[src/include/pmcwl_cfg.svh]
// Addresses, field positions, reset values and fixed values for the power management word loader
`ifndef PMCWL_CFG_SVH
`define PMCWL_CFG_SVH

// Configuration memory word addresses
`define PMCWL_ADDR_FIRST    8'h50
`define PMCWL_ADDR_LAST     8'h57
`define PMCWL_ADDR_P0_CAP   8'h50
`define PMCWL_ADDR_P0_DATA  8'h51
`define PMCWL_ADDR_P1_CAP   8'h52
`define PMCWL_ADDR_P1_DATA  8'h53
`define PMCWL_ADDR_P2_CAP   8'h54
`define PMCWL_ADDR_P2_DATA  8'h55
`define PMCWL_ADDR_P3_CAP   8'h56
`define PMCWL_ADDR_P3_DATA  8'h57

// Bit positions inside a capability word
`define PMCWL_W_NSR         0
`define PMCWL_W_AUX_HI      3
`define PMCWL_W_AUX_LO      1
`define PMCWL_W_PME_HI      7
`define PMCWL_W_PME_LO      6

// Bit positions inside a data word
`define PMCWL_W_DATA_HI     15
`define PMCWL_W_DATA_LO     8

// Field values before any load, or with no memory fitted
`define PMCWL_RST_NSR       1'h0
`define PMCWL_RST_AUX       3'h0
`define PMCWL_RST_PME       2'h0
`define PMCWL_RST_DATA      8'h00
`define PMCWL_D1_SUP        1'h1
`define PMCWL_D2_SUP        1'h1

`endif

[src/include/pmcwl_pkg.sv]
// Types shared by the power management word loader
`default_nettype none
package pmcwl_pkg;

    typedef enum logic [1:0] {
        PMCWL_ST_START,
        PMCWL_ST_REQ,
        PMCWL_ST_PUB,
        PMCWL_ST_DONE
    } pmcwl_state_t;

    typedef struct packed {
        pmcwl_state_t state;
        logic [7:0]   addr;
        logic         req;
        logic         done;
    } pmcwl_ctl_t;

    typedef struct packed {
        logic       sh_nsr;
        logic [2:0] sh_aux;
        logic [1:0] sh_pme;
        logic [7:0] sh_data;
        logic       nsr;
        logic [2:0] aux;
        logic       d1;
        logic       d2;
        logic [1:0] pme;
        logic [7:0] data;
    } pmcwl_fields_t;

endpackage
`default_nettype wire

[src/pmcwl_loader.sv]
// Loads power management words for ports 0 to 3 from the configuration memory
`include "pmcwl_cfg.svh"
`default_nettype none
// Summary of operation
// - Bit 0 of the capability word at 52h, 54h or 56h becomes the no-soft-reset bit of port 1, 2 or 3.
// - Capability word bits 3 to 1 become the port's auxiliary current field.
// - The D1 support flag always reads as 1 whatever word bit 4 holds.
// - The D2 support flag always reads as 1 whatever word bit 5 holds.
// - Capability word bits 7 to 6 become the PME support bits for D2 and D1.
// - Data word bits 15 to 8 become the port's read-only power management data byte.
// - Data words for ports 0 to 3 are fetched from addresses 51h, 53h, 55h and 57h.
// - Port 0's capability word is fetched from 50h with the same layout as the others.
module pmcwl_loader (
    input  wire logic        sys_clk_in,
    input  wire logic        sys_rst_in,
    input  wire logic        mem_present_in,
    input  wire logic        mem_ack_in,
    input  wire logic [15:0] mem_data_in,
    output var  logic        mem_req_out,
    output var  logic [7:0]  mem_addr_out,
    output var  logic        load_done_out,
    output var  logic [3:0]  nsr_out,
    output var  logic [11:0] aux_cur_out,
    output var  logic [3:0]  d1_sup_out,
    output var  logic [3:0]  d2_sup_out,
    output var  logic [7:0]  pme_sup_out,
    output var  logic [31:0] pm_data_out
);
    pmcwl_pkg::pmcwl_ctl_t c_q;
    pmcwl_pkg::pmcwl_ctl_t c_d;

    logic       take;
    logic [1:0] port_sel;
    logic       is_data;
    logic [3:0] cap_wr;
    logic [3:0] data_wr;
    logic       publish;

    // A word is taken only on an acknowledge while the request stands
    // An acknowledge with no request standing is dropped here, never counted
    assign take     = mem_ack_in && c_q.req && (c_q.state == pmcwl_pkg::PMCWL_ST_REQ);
    assign port_sel = c_q.addr[2:1];
    assign is_data  = c_q.addr[0];
    assign publish  = (c_q.state == pmcwl_pkg::PMCWL_ST_PUB);

    // Even address is a capability word, odd address a data word
    // Address bits 2:1 pick the port, bit 0 the kind of word
    always_comb begin
        cap_wr  = 4'h0;
        data_wr = 4'h0;
        if (take && !is_data) begin
            cap_wr[port_sel] = 1'b1;
        end
        if (take && is_data) begin
            data_wr[port_sel] = 1'b1;
        end
    end

    // Sequencer: walk 50h..57h in order, then publish once.
    // Request and address stand unchanged until the edge that sees the
    // acknowledge; that same edge captures the word.
    // Acknowledges may come back to back, so a full load takes ten edges at best.
    // No timeout: a missing memory must be flagged on mem_present_in,
    // otherwise the walk waits and the defaults simply stay visible.
    always_comb begin
        c_d = c_q;
        case (c_q.state)
            pmcwl_pkg::PMCWL_ST_START: begin
                if (mem_present_in) begin
                    c_d.state = pmcwl_pkg::PMCWL_ST_REQ;
                    c_d.addr  = `PMCWL_ADDR_FIRST;
                    c_d.req   = 1'b1;
                end else begin
                    // No memory: publish the untouched defaults
                    c_d.state = pmcwl_pkg::PMCWL_ST_PUB;
                end
            end
            pmcwl_pkg::PMCWL_ST_REQ: begin
                // Hold request and address until the word is taken
                if (take) begin
                    if (c_q.addr == `PMCWL_ADDR_LAST) begin
                        c_d.state = pmcwl_pkg::PMCWL_ST_PUB;
                        c_d.req   = 1'b0;
                    end else begin
                        c_d.addr = c_q.addr + 8'h01;
                    end
                end
            end
            pmcwl_pkg::PMCWL_ST_PUB: begin
                // Shadows copy to the visible fields on this edge
                c_d.state = pmcwl_pkg::PMCWL_ST_DONE;
                c_d.done  = 1'b1;
            end
            pmcwl_pkg::PMCWL_ST_DONE: begin
                // Stay here until the next reset
                c_d.req = 1'b0;
            end
            default: begin
                c_d.state = pmcwl_pkg::PMCWL_ST_START;
                c_d.req   = 1'b0;
            end
        endcase
    end

    // Control register; a synchronous reset restarts the walk at 50h
    always_ff @(posedge sys_clk_in) begin
        if (sys_rst_in) begin
            c_q <= '{state: pmcwl_pkg::PMCWL_ST_START, addr: `PMCWL_ADDR_FIRST, req: 1'b0, done: 1'b0};
        end else begin
            c_q <= c_d;
        end
    end

    // Handshake and finish flag come straight from the control register
    assign mem_req_out   = c_q.req;
    assign mem_addr_out  = c_q.addr;
    assign load_done_out = c_q.done;

    // One field set per port; the same layout serves all four.
    // Shared publish keeps the ports in step: no mix of old and new fields.
    genvar p;
    generate
        for (p = 0; p < 4; p++) begin : g_port
            pmcwl_port_fields u_fields (
                .sys_clk_in  (sys_clk_in),
                .sys_rst_in  (sys_rst_in),
                .cap_wr_in   (cap_wr[p]),
                .data_wr_in  (data_wr[p]),
                .publish_in  (publish),
                .word_in     (mem_data_in),
                .nsr_out     (nsr_out[p]),
                .aux_cur_out (aux_cur_out[3*p +: 3]),
                .d1_sup_out  (d1_sup_out[p]),
                .d2_sup_out  (d2_sup_out[p]),
                .pme_sup_out (pme_sup_out[2*p +: 2]),
                .pm_data_out (pm_data_out[8*p +: 8])
            );
        end
    endgenerate
endmodule
`default_nettype wire

[src/pmcwl_port_fields.sv]
// Per-port shadow and visible power management fields
`include "pmcwl_cfg.svh"
`default_nettype none
module pmcwl_port_fields (
    input  wire logic        sys_clk_in,
    input  wire logic        sys_rst_in,
    input  wire logic        cap_wr_in,
    input  wire logic        data_wr_in,
    input  wire logic        publish_in,
    input  wire logic [15:0] word_in,
    output var  logic        nsr_out,
    output var  logic [2:0]  aux_cur_out,
    output var  logic        d1_sup_out,
    output var  logic        d2_sup_out,
    output var  logic [1:0]  pme_sup_out,
    output var  logic [7:0]  pm_data_out
);
    pmcwl_pkg::pmcwl_fields_t f_q;
    pmcwl_pkg::pmcwl_fields_t f_d;

    // Words land in a shadow first so reads never see a half-loaded set
    always_comb begin
        f_d = f_q;
        if (cap_wr_in) begin
            f_d.sh_nsr = word_in[`PMCWL_W_NSR];
            f_d.sh_aux = word_in[`PMCWL_W_AUX_HI:`PMCWL_W_AUX_LO];
            f_d.sh_pme = word_in[`PMCWL_W_PME_HI:`PMCWL_W_PME_LO];
        end
        if (data_wr_in) begin
            f_d.sh_data = word_in[`PMCWL_W_DATA_HI:`PMCWL_W_DATA_LO];
        end
        // Publish copies the shadow in one edge
        if (publish_in) begin
            f_d.nsr  = f_q.sh_nsr;
            f_d.aux  = f_q.sh_aux;
            f_d.pme  = f_q.sh_pme;
            f_d.data = f_q.sh_data;
        end
        // Support flags ignore the word bits and stay set
        f_d.d1 = `PMCWL_D1_SUP;
        f_d.d2 = `PMCWL_D2_SUP;
    end

    always_ff @(posedge sys_clk_in) begin
        if (sys_rst_in) begin
            f_q <= '{sh_nsr: `PMCWL_RST_NSR, sh_aux: `PMCWL_RST_AUX, sh_pme: `PMCWL_RST_PME,
                     sh_data: `PMCWL_RST_DATA, nsr: `PMCWL_RST_NSR, aux: `PMCWL_RST_AUX,
                     d1: `PMCWL_D1_SUP, d2: `PMCWL_D2_SUP, pme: `PMCWL_RST_PME,
                     data: `PMCWL_RST_DATA};
        end else begin
            f_q <= f_d;
        end
    end

    // Data byte has no write path from software: outputs only
    assign nsr_out     = f_q.nsr;
    assign aux_cur_out = f_q.aux;
    assign d1_sup_out  = f_q.d1;
    assign d2_sup_out  = f_q.d2;
    assign pme_sup_out = f_q.pme;
    assign pm_data_out = f_q.data;

    // Helper copies of the last words written, for the checks below
    logic [15:0] last_cap_q;
    logic [15:0] last_data_q;
    always_ff @(posedge sys_clk_in) begin
        if (sys_rst_in) begin
            last_cap_q  <= 16'h0000;
            last_data_q <= 16'h0000;
        end else begin
            if (cap_wr_in) begin
                last_cap_q <= word_in;
            end
            if (data_wr_in) begin
                last_data_q <= word_in;
            end
        end
    end
endmodule
`default_nettype wire

[config.mk]
export PLATFORM = sky130hd
export DESIGN_NAME = pmcwl_loader
export DESIGN_NICKNAME = d
export VERILOG_FILES = /design/src/include/pmcwl_pkg.sv /design/src/pmcwl_loader.sv /design/src/pmcwl_port_fields.sv
export VERILOG_INCLUDE_DIRS = /design/src /design/src/include
export SDC_FILE = /design/constraint.sdc
export NUM_CORES = 1
export LEC_CHECK = 0
export BUFFER_PORTS_ARGS = -buffer_cell sky130_fd_sc_hd__buf_2
export CAP_MARGIN = 20
export CORE_ASPECT_RATIO = 0.6
export CORE_MARGIN = 4
export CORE_UTILIZATION = 44
export DETAILED_ROUTE_END_ITERATION = 10
export PLACE_DENSITY = 0.72
export SETUP_SLACK_MARGIN = 0.3
export SYNTH_ARGS = -nofsm -noshare
export SYNTH_HDL_FRONTEND = slang
export SYNTH_SLANG_ARGS = --single-unit
[constraint.sdc]
create_clock -name sys_clk_in -period 2.4 [get_ports sys_clk_in]
set_input_delay 0.48 -clock sys_clk_in [delete_from_list [all_inputs] [get_ports sys_clk_in]]
set_output_delay 0.48 -clock sys_clk_in [all_outputs]
set_load 0.02 [all_outputs]
==> results of run 1 <==
## cells in the mapped netlist, types with 2 or more instances
cell and number:
a211oi_1 5, nand2b_1 4, o32ai_1 2, a21boi_0 2, ha_1 5, inv_1 4, buf_1 2, nand4b_1 3
dfxtp_1 124, nor2b_1 2, buf_4 72, buf_2 9, or3_1 5, nor2_2 5, o21ai_0 2, nand3_1 3
clkbuf_1 14, a21oi_1 6, nand2_1 12, nand4_1 2, a31oi_1 2, mux2i_1 112, and3_1 2, nor2_1 120
and3b_1 2
## cells by family after synthesis
family | Yosys count
compound gates | 25
fa+ha+maj | 5
buf+inv | 102
flops | 124
mux | 113
other cells | 1
simple gates | 167
## layer usage
metal | vias up | routed length, µm
li1 | 1762 | -
met1 | 1708 | 5240
met2 | 103 | 5030
met3 | 18 | 725
met4 | 0 | 186
met5 | - | 0
## worst max-delay path, stage by stage (launching register included)
cell      delay [ns]
dfxtp_1         0.34
inv_1           0.11
ha_1            0.22
nand4b_1        0.26
or3_1           0.57
mux2i_1         0.21
nor2_1          0.05
## power groups by stage
stage / Clock [mW] / Sequential, mW / Combinational (mW)
after floorplan: 0 / 2.20 / 0.679
after global placement: 0 / 2.19 / 0.885
after detailed placement: 0 / 2.20 / 0.913
after CTS: 2.52 / 2.15 / 0.917
after global routing: 2.62 / 2.16 / 0.975
final: 2.49 / 2.15 / 0.916
## path summary, 6_finish.rpt
kind	startpoint	slack, ns	end	depth (start not counted)
worst max-delay path	c_q[11]	0.48	g_port[0].u_fields.f_q[28]	6
worst min-delay path	mem_data_in[13]	0.37	g_port[1].u_fields.f_q[21]	3
worst max register to register	c_q[11]	0.48	g_port[0].u_fields.f_q[28]	6
worst min register to register	load_done_out	0.47	load_done_out	2
## cell type report
cell class              instances  area, µm²  area share, %
clock buffers                  20        457           7.70
clock inverters                12        121           2.05
inverters                       4       15.0          0.253
multi-input cells             318       2160           36.4
flip-flops and latches        124       2480           41.8
well taps                     160        200           3.37
repair buffers                 90        495           8.35
## sequential cells by signal, indices dropped and copies added (netlist names)
name,cells
g_port.u_fields.f_q,56
g_port.u_fields.pm_data_out,32
g_port.u_fields.aux_cur_out,12
g_port.u_fields.pme_sup_out,8
mem_addr_out,8
g_port.u_fields.nsr_out,4
c_q,2
load_done_out,1
mem_req_out,1
## layout by cell type, fill, tap and decap left out, types with 2 or more instances in the layout
| cell | netlist | final |
|---|---|---|
| a21boi_0 | 2 | 2 |
| nand3_1 | 3 | 3 |
| a21oi_1 | 6 | 6 |
| ha_1 | 5 | 4 |
| a31oi_1 | 2 | 2 |
| conb_1 | 1 | 8 |
| clkbuf_16 | 0 | 17 |
| nand2_1 | 12 | 12 |
| buf_4 | 72 | 6 |
| clkbuf_8 | 0 | 2 |
| buf_2 | 9 | 82 |
| o32ai_1 | 2 | 2 |
| nor2b_1 | 2 | 2 |
| nand4b_1 | 3 | 3 |
| or3_1 | 5 | 4 |
| inv_1 | 4 | 4 |
| a211oi_1 | 5 | 5 |
| clkinv_2 | 0 | 6 |
| o21ai_0 | 2 | 2 |
| nor2_2 | 5 | 5 |
| nand2b_1 | 4 | 4 |
| buf_12 | 0 | 2 |
| nand4_1 | 2 | 2 |
| mux2i_1 | 112 | 112 |
| clkinvlp_4 | 0 | 3 |
| bufinv_16 | 0 | 2 |
| nor2_1 | 120 | 120 |
| and3b_1 | 2 | 2 |
| and3_1 | 2 | 2 |
| dfxtp_1 | 124 | 124 |
## per-stage QoR
step	instance area [µm²]	setup WS (ns)	total power, mW	std cells
finish	5930	0.483	5.56	728
global route	5930	0.394	5.76	728
CTS	5930	0.380	5.60	728
detailed placement	5350	0.413	3.11	696
global placement	5350	0.525	3.08	696
floorplan	5290	0.700	2.88	544
==> impl_metrics.csv, run 1 <==
group,metric,value,unit
cts,cts_resized,0,
worst_setup_path,start_kind,"flip-flop",
cts,post_cts.repair.setup_buffers,0,
layout,num_antenna_cells,0,
worst_setup_path,worstPathRequired,2.66,ns
synthesis,synth_top_family_by_area,"multiplexers",
timing,whs,0.369,ns
detailed_routing,drtPass1Iterations,4,
timing,setup_violations,0,
run_status,status,"completed",
grt,grt-ovfl-total,0,
cts,cts_buffers,17,
power_and_ir_drop,power_switching,1.49,mW
floorplan,core_area,11500,µm²
grt,grt_pass1_wl,17700,µm
synthesis,yosys-top-cells-area,"dfxtp_1 (47%), mux2i_1 (21%), buf_4 (10%)",
layout,syn2layout_area_growth,12.7,%
cts,clkTransAtPathRegs,0.05,ns
synthesis,synth-xor-area-share,0,%
power_and_ir_drop,ir_worst_vdd,0.000508,V
cts,cts_buffer_depth,2,
grt,top_usage_layer,"met2",
synthesis,synthMuxAreaShare,21.5,%
synthesis,syn_area,5270,µm²
timing,setup_tns,0,ns
detailed_routing,drt_wl_total,11200,µm
grt,grt_pass1_vias,3491,
power_and_ir_drop,powerDensity,936,nW/µm²
synthesis,yosys.area_share.simple,14.1,%
timing,max_freq,0.522,GHz
placed_design,numPortBuffers,83,
synthesis,seq_area_frac_synth,47.1,%
synthesis,syn_area_per_cell,9.81,µm²
cts,cts_tree,"yes",
timing,clock_skew,0.00786,ns
synthesis,synth_cell_type_count,41,
power_and_ir_drop,switching_share,26.9,%
floorplan,placementRows,30,
worst_setup_path,end_kind,"flip-flop",
layout,layout.nets,580,
timing,slew-limit-headroom,46.7,%
synthesis,synth-main-ff-cell,"dfxtp_1",
floorplan,dieWidth,149,µm
synthesis,yosysTopAreaCell,"dfxtp_1",
power_and_ir_drop,combinationalPowerShare,16.5,%
floorplan,initial_core_util,45.8,%
cts,clk_latency,0.41,ns
synthesis,async_flop_share,0,%
grt,grt_use_met2,25.2,%
cts,ctsHoldBuffers,0,
detailed_routing,drtIter0Drc,161,
timing,fin_crit,1.92,ns
layout,layout-drive-gt1-share,23.4,%
floorplan,ios,94,
detailed_routing,vias_per_cell,4.93,
worst_hold_path,hold_class,"input port to flip-flop",
grt,grt_use_total,16.3,%
detailed_routing,antenna_left,0,
worst_setup_path,critPathKind,"flip-flop to flip-flop",
synthesis,yosys.area_share.adder,1.19,%
grt,use_met1,21.0,%
layout,post-route-util,51.7,%
detailed_routing,vias,3591,
placed_design,place.gp.congestion,0.810,
worst_setup_path,path_max_fanout,6,
power_and_ir_drop,intPower,4.06,mW
synthesis,synth_edf_count,0,
floorplan,fp.dieH,92.7,µm
cts,ctsHtreeMaxLevel,4,
power_and_ir_drop,seq_power_share,38.8,%
grt,antenna_found_initial,0,
synthesis,synth_top_area_share,47.1,%
timing,fin_crit_sh,79.9,%
synthesis,synth_seq_cells,124,
power_and_ir_drop,p_leak,2.53,nW
grt,grt_max_degree,77,
detailed_routing,drcViolationCount,0,
power_and_ir_drop,power_frac_clock,44.7,%
layout,fill_cells,1062,
grt,met3_usage,5.33,%
timing,report.final.hold_viol_count,0,
detailed_routing,detail_route.wl_per_cell,15.4,µm
cts,cts_root_buf,"clkbuf_16",
cts,cts.sinks,124,
timing,rsz0062_at_grt,"no",
placed_design,dp_hpwl,7610,µm
synthesis,synth-compound-area-share,3.35,%
timing,drv_slew,0,
synthesis,syn_inst,537,
synthesis,synth_warnings,0,
job,drv_cap,0,
floorplan,die_area,13800,µm²
worst_setup_path,arrival,2.18,ns
timing,worst_slew_pin_slew,0.799,ns
Power figures use the tool's default switching activity.
==> run 2: changes to the inputs <==
--- a/config.mk
+++ b/config.mk
@@ -12,7 +12,7 @@
 export CORE_MARGIN = 4
 export CORE_UTILIZATION = 44
 export DETAILED_ROUTE_END_ITERATION = 10
-export PLACE_DENSITY = 0.72
+export PLACE_DENSITY = 0.75
 export SETUP_SLACK_MARGIN = 0.3
 export SYNTH_ARGS = -nofsm -noshare
 export SYNTH_HDL_FRONTEND = slang
==> constraint.sdc (replaced) <==
create_clock -name sys_clk_in -period 1.65 [get_ports sys_clk_in]
set_input_delay 0.33 -clock sys_clk_in [delete_from_list [all_inputs] [get_ports sys_clk_in]]
set_output_delay 0.33 -clock sys_clk_in [all_outputs]
set_load 0.02 [all_outputs]
==> impl_metrics.csv, run 2 (synthesis results as in run 1) <==
group,metric,value,unit
run_status,status,"completed",
job,drv_cap,0,
floorplan,core_area,11500,µm²
detailed_routing,antenna_left,0,
grt,grt-ovfl-total,0,
placed_design,place.gp.congestion,0.832,
detailed_routing,drt_wl_total,12700,µm
grt,antenna_found_initial,0,
grt,grt_use_total,18.2,%
layout,layout-drive-gt1-share,34.7,%
cts,clk_latency,0.40,ns
layout,final_cell_mix,"nor2_1 (118), dfxtp_1 (114), mux2i_1 (108)",
timing,rsz0062_at_grt,"yes",
layout,largest-register,"g_port.u_fields.f_q",
layout,seqCellArea,2510,µm²
floorplan,die_area,13800,µm²
worst_setup_path,end_kind,"flip-flop",
grt,grt_pass1_wl,19700,µm
layout,num_antenna_cells,0,
cts,ctsHoldBuffers,0,
cts,cts_tree,"yes",
layout,fill_cells,963,
placed_design,place_area,5540,µm²
cts,ctsHtreeMaxLevel,4,
worst_setup_path,start_kind,"flip-flop",
placed_design,numPortBuffers,83,
timing,fin_crit,1.61,ns
floorplan,placementRows,30,
floorplan,dieWidth,149,µm
grt,grt_pass1_vias,3819,
floorplan,fp.dieH,92.7,µm
cts,cts.sinks,124,
layout,syn2layout_area_growth,27.3,%
worst_setup_path,arrival,1.88,ns
timing,fin_crit_sh,97.4,%
floorplan,ios,94,
timing,max_freq,0.622,GHz
layout,layout_commonest_cell,"nor2_1",
cts,cts_buffer_depth,2,
detailed_routing,drcViolationCount,0,
worst_setup_path,worstPathRequired,1.93,ns
worst_setup_path,critPathKind,"flip-flop to flip-flop",
placed_design,dp_hpwl,8010,µm
power_and_ir_drop,power_frac_clock,38.1,%
timing,drv_slew,0,
layout,final_area,6700,µm²
cts,cts_buffers,17,
floorplan,initial_core_util,45.8,%
power_and_ir_drop,combinationalPowerShare,26.9,%
cts,cts_root_buf,"clkbuf_16",
grt,grt_max_degree,76,
power_and_ir_drop,seq_power_share,35.0,%
power_and_ir_drop,p_leak,2.83,nW
power_and_ir_drop,powerDensity,1340,nW/µm²
worst_hold_path,hold_class,"input port to flip-flop",
layout,multi_input_area,2380,µm²
worst_setup_path,path_max_fanout,5,
power_and_ir_drop,power_switching,2.58,mW
cts,clkTransAtPathRegs,0.06,ns
layout,fin_cells,771,
layout,layout.nets,624,
detailed_routing,detail_route.wl_per_cell,16.5,µm
power_and_ir_drop,switching_share,28.7,%
detailed_routing,drtPass1Iterations,4,
detailed_routing,vias_per_cell,4.96,
power_and_ir_drop,intPower,6.41,mW
placed_design,dp_cells,709,
timing,setup_violations,0,
detailed_routing,drtIter0Drc,170,
timing,clock_skew,0.00728,ns
detailed_routing,vias,3826,
power_and_ir_drop,ir_worst_vdd,0.000908,V
layout,largest_reg_flops,56,
worst_setup_path,ff2ff_setup_slack,0.04,ns
timing,report.final.hold_viol_count,0,
[run 2: cell types whose count changed in the layout (fill, tap and decap cells not counted), moves of 6 or more]
cell,previous run,this run
buf_4,6,21
buf_6,0,19
dfxtp_1,124,114
nor2_4,1,7
[run 2: what timing repair did]
action | 4_1_cts | 5_1_grt
setup buffers | 21 | 6
endpoints found under the hold margin | 0 | 0
endpoints found under the setup margin | 121 | 111
pin swaps | 20 | 19
gates cloned | 2 | 2
gates resized for setup | 44 | 30
[run 2: final cells by class]
cell class	instances	area share (%)
multi-input cells	318	35.6
inverters	4	0.261
clock inverters	14	1.87
repair buffers	134	15.6
clock buffers	17	6.35
well taps	160	2.99
flip-flops and latches	124	37.4
[run 2: critical path: stages, from the launching register on]
cell and delay [ns]:
dfxtp_2 0.33, inv_4 0.07, ha_4 0.17, nand4b_1 0.17
buf_6 0.18, nor2_4 0.19, buf_6 0.15, mux2i_1 0.17
nor2_1 0.05
[run 2: layer usage]
layer,track usage (%),vias up,wire (µm)
met5,0,-,0
met4,5.86,0,196
met3,5.04,17,622
met2,29.0,101,5850
met1,24.0,1847,6060
li1,-,1861,-
[run 2: worst paths after layout]
kind | to | cells after the start | startpoint
max reg2reg | g_port[2].u_fields.f_q[28] | 8 | c_q[11]
min | g_port[2].u_fields.f_q[23] | 3 | mem_data_in[15]
min reg2reg | g_port[0].u_fields.aux_cur_out[2] | 2 | g_port[0].u_fields.aux_cur_out[2]
max | g_port[2].u_fields.f_q[28] | 8 | c_q[11]
[run 2: power groups by stage]
stage | logic (mW) | registers, mW | clock network (mW)
final | 2.42 | 3.15 | 3.42
after global routing | 2.54 | 3.15 | 3.63
after CTS | 2.00 | 3.14 | 3.49
after detailed placement | 1.46 | 3.20 | 0
after global placement | 1.42 | 3.19 | 0
after floorplan | 1.09 | 3.23 | 0
[run 2: stage by stage]
step                      TNS, ns  setup WS (ns)  hold WS (ns)  power (mW)  util (%)
after floorplan           -0.0458       -0.00764         0.460        4.32         -
after global placement          0         0.0175         0.441        4.62      48.3
after detailed placement  -0.0413        -0.0131         0.478        4.67      48.3
after CTS                       0         0.0920         0.213        8.63      56.4
after global routing       -0.788        -0.0760         0.243        9.32      58.3
final                           0         0.0423         0.234        8.98      58.3
==> run 3: changes to the inputs <==
--- a/config.mk
+++ b/config.mk
@@ -12,6 +12,7 @@
 export CORE_MARGIN = 4
 export CORE_UTILIZATION = 44
 export DETAILED_ROUTE_END_ITERATION = 10
+export GPL_TIMING_DRIVEN = 0
 export PLACE_DENSITY = 0.75
 export SETUP_SLACK_MARGIN = 0.3
 export SYNTH_ARGS = -nofsm -noshare
==> impl_metrics.csv, run 3 (synthesis results as in run 1) <==
group,metric,value,unit
worst_setup_path,path_max_fanout,6,
worst_setup_path,start_kind,"flip-flop",
timing,whs,0.224,ns
run_status,violations,"negative setup slack",
worst_setup_path,slowest_delay,0.39,ns
timing,fin_crit,1.80,ns
power_and_ir_drop,power_switching,2.75,mW
floorplan,die_area,13800,µm²
worst_setup_path,crit_buf_inv,3,
placed_design,numPortBuffers,83,
timing,report.final.hold_viol_count,0,
layout,final_area,8100,µm²
detailed_routing,vias_per_cell,5.08,
detailed_routing,drcViolationCount,0,
cts,ctsHtreeMaxLevel,4,
detailed_routing,drtPass1Iterations,5,
layout,largest-register,"g_port.u_fields.f_q",
worst_setup_path,arrival,2.09,ns
timing,drv_slew,0,
power_and_ir_drop,p_leak,3.46,nW
cts,cts.sinks,124,
cts,ctsHoldBuffers,0,
worst_setup_path,crit_family,"simple AND/OR/NAND/NOR gates",
timing,slew-limit-headroom,57.8,%
grt,grt_pass1_vias,4333,
worst_setup_path,cpMaxStageDelayCell,"dfxtp_4",
floorplan,dieWidth,149,µm
detailed_routing,vias,4446,
timing,setup_ws,-0.152,ns
layout,layout-drive-gt1-share,50.9,%
timing,clock_skew,0.00710,ns
power_and_ir_drop,seq_power_share,31.0,%
detailed_routing,drt_wl_total,16300,µm
layout,largest_reg_flops,56,
layout,syn2layout_area_growth,53.9,%
placed_design,place.gp.congestion,0.846,
placed_design,place_area,6010,µm²
layout,layout.nets,730,
layout,num_antenna_cells,0,
detailed_routing,antenna_left,0,
placed_design,dp_hpwl,9310,µm
cts,cts_buffer_depth,2,
worst_setup_path,cp_cell_sequence,"ha_4, buf_6, nand4b_1, buf_6, or3_4, buf_8, mux2i_1, nor2_1",
cts,cts_tree,"yes",
grt,antenna_found_initial,0,
cts,clk_latency,0.41,ns
grt,grt_max_degree,17,
power_and_ir_drop,power_frac_clock,38.0,%
grt,grt-ovfl-total,0,
worst_hold_path,hold_class,"input port to flip-flop",
worst_setup_path,worstPathRequired,1.94,ns
floorplan,initial_core_util,45.8,%
timing,setup_tns,-3.27,ns
layout,layout_commonest_cell,"nor2_1",
timing,fin_crit_sh,109,%
worst_setup_path,cpMostUsedCell,"buf_6",
detailed_routing,drtIter0Drc,316,
timing,max_freq,0.555,GHz
floorplan,ios,94,
layout,final_cell_mix,"nor2_1 (114), buf_4 (106), mux2i_1 (102)",
power_and_ir_drop,switching_share,27.0,%
power_and_ir_drop,combinationalPowerShare,31.0,%
layout,fill_cells,776,
floorplan,fp.dieH,92.7,µm
run_status,status,"complete, but fails checks",
floorplan,core_area,11500,µm²
cts,cts_root_buf,"clkbuf_16",
cts,clkTransAtPathRegs,0.06,ns
job,drv_cap,0,
worst_setup_path,end_kind,"flip-flop",
grt,grt_pass1_wl,23000,µm
power_and_ir_drop,powerDensity,1260,nW/µm²
timing,setup_violations,57,
timing,rsz0062_at_grt,"yes",
grt,grt_use_total,21.4,%
floorplan,placementRows,30,
power_and_ir_drop,ir_worst_vdd,0.000839,V
power_and_ir_drop,intPower,7.46,mW
timing,worst_slew_pin_slew,0.633,ns
cts,cts_buffers,17,
worst_setup_path,critPathKind,"flip-flop to flip-flop",
detailed_routing,detail_route.wl_per_cell,18.6,µm
## run 3: area by class of cell
cell class                 count  area, µm²  share of cell area, %
buffer                        98        822                   10.1
tap                          160        200                   2.47
sequential                   124       2580                   31.8
timing repair buffer         142       1480                   18.2
clock buffer                  24        503                   6.21
clock inverter                 5        106                   1.31
inverter                       4       15.0                  0.185
multi-input combinational    318       2400                   29.7
## run 3: repair_timing
| item | in CTS | in global routing |
|---|---|---|
| setup buffers | 30 | 24 |
| gates resized for setup | 122 | 163 |
| setup endpoints to repair | 149 | 184 |
| cloned | 4 | 1 |
| pin swaps | 24 | 23 |
## run 3: power by group through the flow
stage               clock (mW)  combinational [mW]  sequential, mW
floorplan                    0                1.09            3.23
finish                    3.88                3.16            3.17
global placement             0                1.39            3.22
global route              4.04                3.28            3.18
detailed placement           0                1.43            3.22
CTS                       3.88                2.52            3.15
## run 3: worst paths after layout
kind	startpoint	endpoint	slack, ns	cells past startpoint
min reg2reg	g_port[1].u_fields.pme_sup_out[1]	g_port[1].u_fields.pme_sup_out[1]	0.49	2
min	sys_rst_in	mem_addr_out[7]	0.22	3
max	c_q[10]	g_port[0].u_fields.f_q[29]	-0.15	8
max reg2reg	c_q[10]	g_port[0].u_fields.f_q[29]	-0.15	8
## run 3: tightest hold or removal path, delay by kind of cell
family,cells,cell delay (ns)
simple gates,1,0.10
buf+inv,1,0.09
compound gates,1,0.07
## run 3: metal layers
| metal | wire, µm | vias to the layer above | GRT usage [%] |
|---|---|---|---|
| li1 | - | 2066 | - |
| met1 | 7200 | 2178 | 28.8 |
| met2 | 7890 | 170 | 34.2 |
| met3 | 979 | 32 | 6.11 |
| met4 | 244 | 0 | 5.26 |
| met5 | 0 | - | 0 |
## run 3: through the flow
stage               setup WS (ns)  utilization [%]  power, mW  instances
global route               -0.205             70.6       10.5        875
global placement           -0.392             52.4       4.61        787
floorplan                -0.00764                -       4.32        544
CTS                       -0.0217             64.4       9.55        850
finish                     -0.152             70.6       10.2        875
detailed placement         -0.466             52.4       4.65        787
